**src/tsc_map.vh**
```
// Mode codes, widths and clock selects of the timer/shifter combinations.
// Assumes inclusion by bare name from the design files of this block.
`ifndef TSC_MAP_VH
`define TSC_MAP_VH

`define TSC_T2_W          12
`define TSC_T2_NARROW_W   8
`define TSC_PRE_W         4
`define TSC_T3_W          8
`define TSC_SR_W          8

`define TSC_T2_WIDE       1'b0
`define TSC_T2_PRESCALED  1'b1

`define TSC_T2O_TOGGLE_A  3'h1
`define TSC_T2O_PRESCALE  3'h3
`define TSC_T2O_TOGGLE_B  3'h6

`define TSC_T3_MEASURE    4'h3
`define TSC_T3_BURST_T2   4'h6
`define TSC_T3_BURST_SR   4'h7
`define TSC_T3_FSK        4'h8

`define TSC_SR_MODE_SHIFT 2'h1

`define TSC_SH_TIMER2_MATCH_TOGGLE       2'h0
`define TSC_SH_PRESCALE   2'h1
`define TSC_SH_EXT        2'h2

`define TSC_CLK_INTERNAL  1'b0
`define TSC_CLK_EXTERNAL  1'b1

`endif

```
**src/tsc_timer2.v**
```verilog
// Timer 2: 12-bit compare counter or 8-bit counter behind 4-bit prescaler.
// Assumes a one-cycle count tick on the same clock as the block.
`include "tsc_map.vh"
module tsc_timer2 (
  input  wire                       ref_clk,
  input  wire                       sys_rst,
  input  wire                       tick,
  input  wire                       narrow,
  input  wire [`TSC_T2_W-1:0]       compare,
  input  wire [`TSC_PRE_W-1:0]      prescale,
  output reg                        match,
  output reg                        prescaler_match_pulse,
  output reg                        timer2_output_flop
);
  reg  [`TSC_T2_W-1:0]  count;
  reg  [`TSC_PRE_W-1:0] pre;
  wire                  pre_hit;
  wire                  step;
  wire                  hit;

  assign pre_hit = tick && (pre == prescale);
  assign step    = narrow ? pre_hit : tick;
  // Narrow mode compares only the low byte
  assign hit     = step && (narrow ?
                   (count[`TSC_T2_NARROW_W-1:0] ==
                    compare[`TSC_T2_NARROW_W-1:0]) :
                   (count == compare));

  always @(posedge ref_clk)
  begin
    if (sys_rst)
    begin
      count                 <= {`TSC_T2_W{1'b0}};
      pre                   <= {`TSC_PRE_W{1'b0}};
      match                 <= 1'b0;
      prescaler_match_pulse <= 1'b0;
      timer2_output_flop    <= 1'b0;
    end
    else
    begin
      if (pre_hit)
        pre <= {`TSC_PRE_W{1'b0}};
      else if (tick)
        pre <= pre + 1'b1;
      prescaler_match_pulse <= narrow && pre_hit;
      if (hit)
        count <= {`TSC_T2_W{1'b0}};
      else if (step)
        count <= count + 1'b1;
      match <= hit;
      if (hit)
        timer2_output_flop <= ~timer2_output_flop;
    end
  end
endmodule

```
**src/tsc_shifter.v**
```verilog
// Serial shifter: 8-bit shift register, MSB first data output.
// Assumes load and shift strobes are one-cycle pulses on the same clock.
`include "tsc_map.vh"
module tsc_shifter (
  input  wire                  ref_clk,
  input  wire                  sys_rst,
  input  wire [1:0]            serial_mode,
  input  wire                  load,
  input  wire [`TSC_SR_W-1:0]  load_data,
  input  wire                  shift,
  output reg  [`TSC_SR_W-1:0]  shift_data,
  output reg                   data_out
);
  always @(posedge ref_clk)
  begin
    if (sys_rst)
    begin
      shift_data <= {`TSC_SR_W{1'b0}};
      data_out   <= 1'b0;
    end
    else if (load)
    begin
      // Load wins over a coincident shift
      shift_data <= load_data;
      data_out   <= load_data[`TSC_SR_W-1];
    end
    else if (shift && serial_mode == `TSC_SR_MODE_SHIFT)
    begin
      shift_data <= {shift_data[`TSC_SR_W-2:0], 1'b0};
      data_out   <= shift_data[`TSC_SR_W-2];
    end
  end
endmodule

```
**src/tsc_top.v**
```verilog
// Combination logic of Timer 2, Timer 3 and the serial shifter.
// Assumes config ports are static while used; input pin is asynchronous.
`include "tsc_map.vh"

// Functional notes
// - Timer 2 runs 12-bit or prescaled 8-bit
// - Output modes 1/6 route match toggle onward
// - Mode 3 clocks Timer 3 from pin
// - Timer 2 toggle event resets Timer 3 in mode 3
// - Reset copies prior count into capture
// - Trigger also re-arms single-action compares
// - Mode 6 burst gated by Timer 2 flop
// - Timer 2 flop set enables output pin
// - Carrier toggles Timer 3 flop on matches
// - Timer 2 clock from Timer 3 toggle or other
// - Timer 3 takes internal or external clock
// - Serial mode 1 shifts 8 bits out
// - Mode 7 burst gated by shifter data
// - Timer 2 toggle can clock the shifter
// - Mode 8 data low compare1, high compare2
// - FSK toggles flop at two compare intervals
// - FSK shifter clocked by prescaler match pulse
// - FSK Timer 2 mode 3 is prescaled 8-bit
module tsc_top (
  input  wire                  ref_clk,
  input  wire                  sys_rst,
  input  wire                  timer3_input_pin,
  input  wire                  t2_narrow,
  input  wire [2:0]            t2_out_mode,
  input  wire [`TSC_T2_W-1:0]  t2_compare,
  input  wire [`TSC_PRE_W-1:0] t2_prescale,
  input  wire                  t2_clk_sel,
  input  wire                  t2_int_tick,
  input  wire [3:0]            t3_mode,
  input  wire                  t3_clk_sel,
  input  wire                  t3_int_tick,
  input  wire [`TSC_T3_W-1:0]  t3_compare1,
  input  wire [`TSC_T3_W-1:0]  t3_compare2,
  input  wire                  t3_cmp1_toggle,
  input  wire                  t3_cmp2_toggle,
  input  wire                  t3_cmp1_single,
  input  wire                  t3_cmp2_single,
  input  wire                  t3_rearm,
  input  wire [1:0]            serial_mode,
  input  wire [1:0]            shift_src,
  input  wire                  shift_ext_tick,
  input  wire                  shifter_load,
  input  wire [`TSC_SR_W-1:0]  shifter_load_data,
  output reg                   timer3_output_pin,
  output reg  [`TSC_T3_W-1:0]  t3_count,
  output reg  [`TSC_T3_W-1:0]  t3_capture,
  output reg                   t3_capture_strobe,
  output reg                   timer3_output_flop,
  output reg                   timer3_match_toggle,
  output reg                   timer2_match_toggle,
  output reg                   t2_flop_state,
  output reg                   shifter_data_out
);
  // Pin synchroniser; only the second stage feeds the edge detector
  reg                  pin_meta;
  reg                  pin_sync;
  reg                  pin_prev;
  wire                 pin_rise;

  // Timer 2 and shifter
  wire                 t2_tick;
  wire                 t2_narrow_eff;
  wire                 t2_match;
  wire                 t2_pre_pulse;
  wire                 t2_flop;
  wire                 t2_toggle_mode;
  wire                 timer2_match_toggle_event;
  reg                  sh_tick;
  wire [`TSC_SR_W-1:0] sh_data;
  wire                 sh_out;

  // Timer 3
  wire                 measure;
  wire                 fsk;
  reg                  t3_tick;
  reg                  arm1;
  reg                  arm2;
  wire                 hit1;
  wire                 hit2;
  wire                 fsk_hit;
  wire                 restart;
  reg  [`TSC_T3_W-1:0] next_count;
  reg                  next_flop;
  reg                  next_pin;
  reg                  next_timer3_match_toggle;
  reg                  gate;

  always @(posedge ref_clk)
  begin
    if (sys_rst)
    begin
      pin_meta <= 1'b0;
      pin_sync <= 1'b0;
      pin_prev <= 1'b0;
    end
    else
    begin
      pin_meta <= timer3_input_pin;
      pin_sync <= pin_meta;
      pin_prev <= pin_sync;
    end
  end

  assign pin_rise = pin_sync && !pin_prev;

  // Timer 2 clock: Timer 3 toggle event or the internal source
  assign t2_tick = (t2_clk_sel == `TSC_CLK_EXTERNAL) ?
                   timer3_match_toggle : t2_int_tick;

  // Output mode 3 forces the prescaled 8-bit counter
  assign t2_narrow_eff = (t2_narrow == `TSC_T2_PRESCALED) ||
                         (t2_out_mode == `TSC_T2O_PRESCALE);

  tsc_timer2 u_timer2 (
    .ref_clk               (ref_clk),
    .sys_rst               (sys_rst),
    .tick                  (t2_tick),
    .narrow                (t2_narrow_eff),
    .compare               (t2_compare),
    .prescale              (t2_prescale),
    .match                 (t2_match),
    .prescaler_match_pulse (t2_pre_pulse),
    .timer2_output_flop    (t2_flop)
  );

  assign t2_toggle_mode = (t2_out_mode == `TSC_T2O_TOGGLE_A) ||
                          (t2_out_mode == `TSC_T2O_TOGGLE_B);
  assign timer2_match_toggle_event     = t2_toggle_mode && t2_match;

  // Shift clock selection
  always @*
  begin
    case (shift_src)
      `TSC_SH_TIMER2_MATCH_TOGGLE:     sh_tick = timer2_match_toggle_event;
      `TSC_SH_PRESCALE: sh_tick = t2_pre_pulse;
      `TSC_SH_EXT:      sh_tick = shift_ext_tick;
      default:          sh_tick = 1'b0;
    endcase
  end

  tsc_shifter u_shifter (
    .ref_clk     (ref_clk),
    .sys_rst     (sys_rst),
    .serial_mode (serial_mode),
    .load        (shifter_load),
    .load_data   (shifter_load_data),
    .shift       (sh_tick),
    .shift_data  (sh_data),
    .data_out    (sh_out)
  );

  assign measure = (t3_mode == `TSC_T3_MEASURE);
  assign fsk     = (t3_mode == `TSC_T3_FSK);

  // Timer 3 count source
  always @*
  begin
    if (measure)
      t3_tick = pin_rise;
    else if (t3_clk_sel == `TSC_CLK_EXTERNAL)
      t3_tick = pin_rise;
    else
      t3_tick = t3_int_tick;
  end

  // A match counts when the counter steps onto the compare value
  assign hit1 = t3_tick && arm1 &&
                (t3_count + 1'b1 == t3_compare1);
  assign hit2 = t3_tick && arm2 &&
                (t3_count + 1'b1 == t3_compare2);

  // FSK: shifter data picks the interval compare register
  assign fsk_hit = t3_tick && (sh_out ?
                   (t3_count + 1'b1 == t3_compare2) :
                   (t3_count + 1'b1 == t3_compare1));

  // Trigger restart from Timer 2 only in the measurement mode
  assign restart = measure && timer2_match_toggle_event;

  // Burst gate: Timer 2 flop in mode 6, shifter data in mode 7
  always @*
  begin
    case (t3_mode)
      `TSC_T3_BURST_T2: gate = t2_flop;
      `TSC_T3_BURST_SR: gate = sh_out;
      default:          gate = 1'b1;
    endcase
  end

  always @*
  begin
    next_count = t3_count;
    next_flop  = timer3_output_flop;
    next_timer3_match_toggle  = 1'b0;
    if (restart)
      next_count = {`TSC_T3_W{1'b0}};
    else if (fsk)
    begin
      if (fsk_hit)
      begin
        next_count = {`TSC_T3_W{1'b0}};
        next_flop  = ~timer3_output_flop;
        next_timer3_match_toggle  = 1'b1;
      end
      else if (t3_tick)
        next_count = t3_count + 1'b1;
    end
    else
    begin
      if (hit2)
        next_count = {`TSC_T3_W{1'b0}};
      else if (t3_tick)
        next_count = t3_count + 1'b1;
      if ((hit1 && t3_cmp1_toggle) ^ (hit2 && t3_cmp2_toggle))
        next_flop = ~timer3_output_flop;
      next_timer3_match_toggle = hit1 || hit2;
    end
    next_pin = next_flop && gate;
  end

  always @(posedge ref_clk)
  begin
    if (sys_rst)
    begin
      t3_count            <= {`TSC_T3_W{1'b0}};
      t3_capture          <= {`TSC_T3_W{1'b0}};
      t3_capture_strobe   <= 1'b0;
      timer3_output_flop  <= 1'b0;
      timer3_output_pin   <= 1'b0;
      timer3_match_toggle <= 1'b0;
      timer2_match_toggle <= 1'b0;
      t2_flop_state       <= 1'b0;
      shifter_data_out    <= 1'b0;
      arm1                <= 1'b1;
      arm2                <= 1'b1;
    end
    else
    begin
      t3_count            <= next_count;
      timer3_output_flop  <= next_flop;
      timer3_output_pin   <= next_pin;
      timer3_match_toggle <= next_timer3_match_toggle;
      timer2_match_toggle <= timer2_match_toggle_event;
      t2_flop_state       <= t2_flop;
      shifter_data_out    <= sh_out;
      t3_capture_strobe   <= restart;
      // Edge arriving with the trigger belongs to the closing interval
      if (restart)
        t3_capture <= t3_tick ? t3_count + 1'b1 : t3_count;
      // Trigger or t3_rearm re-arms both compares; otherwise a single-action hit disarms its compare
      if (restart || t3_rearm)
      begin
        arm1 <= 1'b1;
        arm2 <= 1'b1;
      end
      else
      begin
        if (hit1 && t3_cmp1_single)
          arm1 <= 1'b0;
        if (hit2 && t3_cmp2_single)
          arm2 <= 1'b0;
      end
    end
  end
endmodule

```
**config.mk**
```make
export PLATFORM = sky130hd
export DESIGN_NAME = tsc_top
export DESIGN_NICKNAME = d
export VERILOG_FILES = /design/src/tsc_timer2.v /design/src/tsc_shifter.v /design/src/tsc_top.v
export VERILOG_INCLUDE_DIRS = /design/src /design/src/src
export SDC_FILE = /design/constraint.sdc
export NUM_CORES = 1
export LEC_CHECK = 0
export BUFFER_PORTS_ARGS = -buffer_cell sky130_fd_sc_hd__buf_2
export CAP_MARGIN = 10
export CORE_MARGIN = 2
export CORE_UTILIZATION = 37
export DETAILED_ROUTE_END_ITERATION = 12
export HOLD_SLACK_MARGIN = 0.03
export SETUP_SLACK_MARGIN = 0.5
export SLEW_MARGIN = 20
export SYNTH_ARGS = -nofsm -noshare
export SYNTH_HDL_FRONTEND = slang
export SYNTH_SLANG_ARGS = --single-unit
```
**constraint.sdc**
```tcl
create_clock -name ref_clk -period 7.2 [get_ports ref_clk]
set_input_delay 2.16 -clock ref_clk [delete_from_list [all_inputs] [get_ports ref_clk]]
set_output_delay 2.16 -clock ref_clk [all_outputs]
set_load 0.01 [all_outputs]
```
After elaboration in Yosys (flattened, before gate mapping)
Cells that the tools add are included.
- bitwise logic cells: 3
- add/subtract/negate cells: 3
- eq/ne operators: 15
- reductions and logical operators: 28
- multiplexer cells: 22
- operators with widths (cell ; count):
    $mux 8 ; 4
    $eq 8x8->1 ; 3
    $logic_and 1x1->1 ; 17
    $mux 1 ; 14
    $mux 7 ; 2
    $add 12x1->12 const B ; 1
    $eq 12x12->1 ; 1
    $add 8x1->8 const B ; 1
    $eq 4x3->1 const B ; 2
    $reduce_or 2->1 ; 4
    $add 4x1->4 const B ; 1
    $eq 2x1->1 const B ; 2
    $eq 4x2->1 const B ; 1
    $eq 4x4->1 ; 1
    $eq 4x4->1 const B ; 1
    $logic_or 1x1->1 ; 4
    $eq 3x1->1 const B ; 1
    $eq 3x2->1 const B ; 1
    $eq 3x3->1 const B ; 1
    $pmux 1 s3 ; 1
    $eq 2x2->1 const B ; 1
    $logic_not 2->1 ; 1
    $not 1->1 ; 2
    $pmux 1 s2 ; 1
    3 further kinds ; 3
- logic and storage cells: 92
- register bits after elaboration: 55
- output and inout port bits: 23

Depth between registers and ports, before layout
- depth in word-level cells: 12
- gate-level depth with buffers: 10

By module
From an unflattened synthesis, not the netlist that was laid out.
- cell total of the unflattened synthesis: 338
- area total of the unflattened synthesis: 3123.0 µm²
- by module, submodules not included (module ; area an instance (µm²) ; cells each ; instances):
    tsc_top ; 1645.3 ; 185 ; 1
    tsc_timer2 ; 1024.7 ; 107 ; 1
    tsc_shifter ; 452.9 ; 46 ; 1

Worst setup path before layout
Ideal clock, no wire load.
- kind: input -> register
- from: input t3_mode[3]
- to: register timer3_output_pin
- slack: 2.804 ns
- required time: 7.079 ns
- cell stages on the path: 9
- arrival time: 4.274 ns
- cells stage by stage: and4bb_1 o21ai_1 and2_1 clkbuf_1 a2111o_1 nor4_4 xor2_1 o31ai_1 mux2_4
- cells in the longest elaborated chain, start to end: 10
- ends and longest elaborated chain (what ; RTL line ; RTL):
    from (decl) ; tsc_top.v:34 ; input wire [3:0] t3_mode,
    $eq 4x2->1 (no source line) ; -- ;
    $mux 1 ; tsc_top.v:163 ; if (measure)
    $logic_and 1x1->1 (on tied branches) (2 in series) ; tsc_top.v:172, tsc_top.v:174 ;
    $logic_and 1x1->1 ; tsc_top.v:219 ; if ((hit1 && t3_cmp1_toggle) ^ (hit2 && t3_cmp2_toggle))
    $xor 1x1->1 ; tsc_top.v:219 ;
    $mux 1 ; tsc_top.v:219 ;
    $mux 1 ; tsc_top.v:202 ; else if (fsk)
    $mux 1 ; tsc_top.v:200 ; if (restart)
    $logic_and 1x1->1 * ; tsc_top.v:223 ; next_pin = next_flop && gate;
    to (signal assigned) ; tsc_top.v:246 ; timer3_output_pin <= next_pin;
    to (decl) ; tsc_top.v:49 ; output reg timer3_output_pin,
Mark *: on every way between the ends. The rest lies on a longest branch, timed or not.
A chain may end at the register's enable or synchronous reset.

Worst setup path in the final report
Ends and elaborated chain as after synthesis.

==> parameters.txt <==
Parameter                              Value

Status
  Outcome    complete, no violations

Placement
  Port-buffer cells    88
  Post-Place Setup Slack    approximately 2.5 ns
  Area of placed instances    roughly 0.0034 mm²
  GP Congestion    between 0.8 and 0.9
  DP Wirelength    between 5 and 6 mm

Finish
  Share of layout cells above drive strength 1    between 20% and 30%
  Net count, final    roughly 480
  Area added between synthesis and finish    20.6%
  Utilization of the core after routing    46.1%
  Area of all placed cells without fillers    0.00356 mm²
  Antenna diodes    0

Clock network
  Maximum clock insertion buffer count    2
  Maximum level of the CTS H-tree    2
  Reg clk slew, reported paths    ~0.10 ns
  Cell chosen for the clock root    clkbuf_8
  Post-CTS Setup Bufs    0
  Latest clock arrival within the worst-skew pair    ~0.30 ns
  Clk sink count    55
  Number of gates given a new drive strength after cts    0
  TritonCTS clock tree    done
  Number of clock buffers inserted by TritonCTS    5
  Number of hold buffers added after CTS    0

Yosys
  Total standard cell area after synthesis    0.00295 mm²
  Per-instance average area after synthesis    between 8 and 9 µm²
  Sequential element share of the synthesized area    37.3%
  Share of flip-flops with an asynchronous set or reset after synthesis    0%
  Number of enable-type register cells in the synthesized netlist    0
  Ys flop type    dfxtp_1
  Flip-flop and latch count after synthesis    between 50 and 60
  Mapped Cells    333
  Number of distinct standard cells referenced by the synthesized netlist    52
  Synth top area share    a little under two fifths
  Top post-synthesis cells by area    dfxtp_1 37%, xor2_1 9.5%, xnor2_1 8.0%
  Post-synth top area cell    dfxtp_1
  Most used standard cell by instance count after synthesis    dfxtp_1
  Commonest cells in the synthesized netlist    55 x dfxtp_1, 43 x nor2_1, 32 x xor2_1
  Number of warnings reported in the yosys synthesis log    0
  Net count of the mapped netlist    402

Route
  Final ANT Viol Nets    0
  Routed met2 length    3.06 mm
  WL final    6.72 mm
  Via Count    2540
  Routed wl met3    between 300 and 400 µm
  M1 WL    roughly 3.2 mm
  Number of detailed-route iterations in the first pass    4
  Initial DRC Count    63
  Routed length per placed instance    around 13 µm
  Via density    slightly below 5
  Post-route DRC violation count    0
  Highest signal layer in the routed design    met4

Critical path
  Reg2reg setup slack    3.86 ns
  Data required time of the critical path    7.39 ns
  Reg-to-Reg Start    t3_count[0]
  Crit start category    primary input
  Max incr delay on CP    approximately 0.45 ns
  Data arrival time of the critical path    4.57 ns
  Maximum fanout along the worst path    9
  Start-to-end type of the worst setup path    primary input to register
  Element type at the critical path end    register
  CP Cell Sequence    buf_2, and4bb_1, o21ai_1, and2_1, a2111o_1, nor4_4, xor2_1, o31ai_1, mux2_4
  Critical-path top delay cell    o31ai_1
  Register-to-Register Path Depth    9
  Endpoint of the lowest-slack register-to-register path    timer3_output_pin

Global route
  Via count of the first global-routing pass    about 2500
  Overall routing resource usage    16.2%
  Number of antenna violations at the first check in global routing    0
  Global-route wire length before repair    about 11 mm
  Maximum number of pins on one net before global-route repair    23
  Overflow left after global routing    0

Hold path
  Worst hold-check path type    register to register
  Worst min-delay path startpoint    pin_meta
  Count of cells along the worst hold path    1
  Capture endpoint of the worst hold path    pin_sync

Floorplan
  Die Footprint    between 0.008 and 0.009 mm²
  Die Wd    between 90 and 100 µm
  Placeable core region    about 0.0077 mm²
  Top-level port count    between 80 and 90
  Floorplan row count    32
  Initial core utilization    between 30% and 40%
  Die height    between 90 and 100 µm

STA
  Count of final setup violators    0
  Count of pins over their slew limit    0
  Fmax    0.228 GHz
  Fraction of the cycle the final worst path needs    roughly 61%
  Unrepaired setup endpoints after global routing    no
  Worst clock skew on the final layout    ~0.01 ns
  Final Hold Vio Count    0
  Least-Margin Pin Slew    roughly 0.76 ns
  Minimum clock period    ~4.4 ns
  Setup total negative slack    0 ns
  Crit path setup slack, layout    around 2.8 ns
  Slew HR    49.3%

Run
  Max-cap violations    0

Power and ir drop
  Maximum ir drop on the vdd rail    0.0873 mV
  Static Leakage    0.00157 µW
  Pwr Density    166 mW/mm²
-- stage by stage --
step	cells	power, µW	hold slack, ns
floorplan	333	364	0.414
global placement	510	394	0.421
detailed placement	510	396	0.427
CTS	518	601	0.453
global route	518	623	0.464
finish	518	591	0.447
-- flip-flops by register name, indices dropped and copies added, names as in the netlist --
signal / count
u_shifter.shift_data: 7
pin_sync: 1
t3_capture_strobe: 1
u_timer2.prescaler_match_pulse: 1
u_shifter.data_out: 1
arm2: 1
timer3_output_pin: 1
pin_prev: 1
t2_flop_state: 1
timer3_output_flop: 1
u_timer2.timer2_output_flop: 1
arm1: 1
u_timer2.pre: 4
t3_capture: 8
timer3_match_toggle: 1
timer2_match_toggle: 1
u_timer2.match: 1
pin_meta: 1
u_timer2.count: 12
shifter_data_out: 1
t3_count: 8
-- critical path, delay by kind of cell --
family	cells	cell delay (ns)
compound gates	3	0.95
xor+xnor	1	0.10
buf+inv	1	0.11
mux	1	0.34
simple gates	3	0.91
-- worst max path at each step --
stage               startpoint                end  slack, ns  cells past startpoint
detailed placement  t3_mode[3]  timer3_output_pin       2.53                      9
global placement    t3_mode[3]  timer3_output_pin       2.59                      9
CTS                 t3_mode[3]  timer3_output_pin       2.86                      9
finish              t3_mode[3]  timer3_output_pin       2.82                      9
global route        t3_mode[3]  timer3_output_pin       2.76                      9
floorplan           t3_mode[3]  timer3_output_pin       2.80                      9
-- layer usage --
| metal | vias up | track usage [%] |
|---|---|---|
| met3 | 10 | 2.66 |
| met2 | 60 | 25.3 |
| li1 | 1321 | - |
| met1 | 1149 | 22.4 |
| met4 | 0 | 5.76 |
| met5 | - | 0 |
-- cell families after synthesis --
group | synth area share (%)
compound gates | 11.4
xor+xnor | 17.5
fa+ha+maj | 1.27
buf+inv | 3.18
flops | 37.3
mux | 5.26
simple gates | 24.1
-- layout make-up --
| cell class | count | area [µm²] |
|---|---|---|
| multi-input cells | 259 | 1760 |
| well taps | 102 | 128 |
| inverters | 6 | 22.5 |
| flip-flops and latches | 55 | 1100 |
| clock buffers | 6 | 72.6 |
| clock inverters | 2 | 38.8 |
| repair buffers | 88 | 440 |
| fillers | 774 | 4170 |
-- cells in the final DEF (no fill, tap or decap), drive strengths merged, types with 3 or more instances in the layout --
master / synthesis / routed
buf: 6 / 88
dfxtp: 55 / 55
nor2: 43 / 43
xor2: 32 / 32
xnor2: 27 / 27
nand2: 25 / 25
mux2i: 14 / 14
a21oi: 13 / 13
o21ai: 12 / 12
nor2b: 11 / 11
nand3: 8 / 8
nand4: 7 / 7
a211oi: 7 / 7
inv: 6 / 7
and3: 6 / 6
nor4: 6 / 6
clkbuf: 7 / 6
nand2b: 5 / 5
and4: 5 / 5
nand3b: 3 / 3
nor3: 3 / 3
ha: 3 / 3
-- power by group --
| group | total (µW) | internal, µW | switching, µW |
|---|---|---|---|
| Sequential | 317 | 310 | 6.36 |
| Combinational | 71.7 | 34.7 | 37.0 |
| Clock | 203 | 105 | 97.7 |
(Power assumes the default switching activity.)
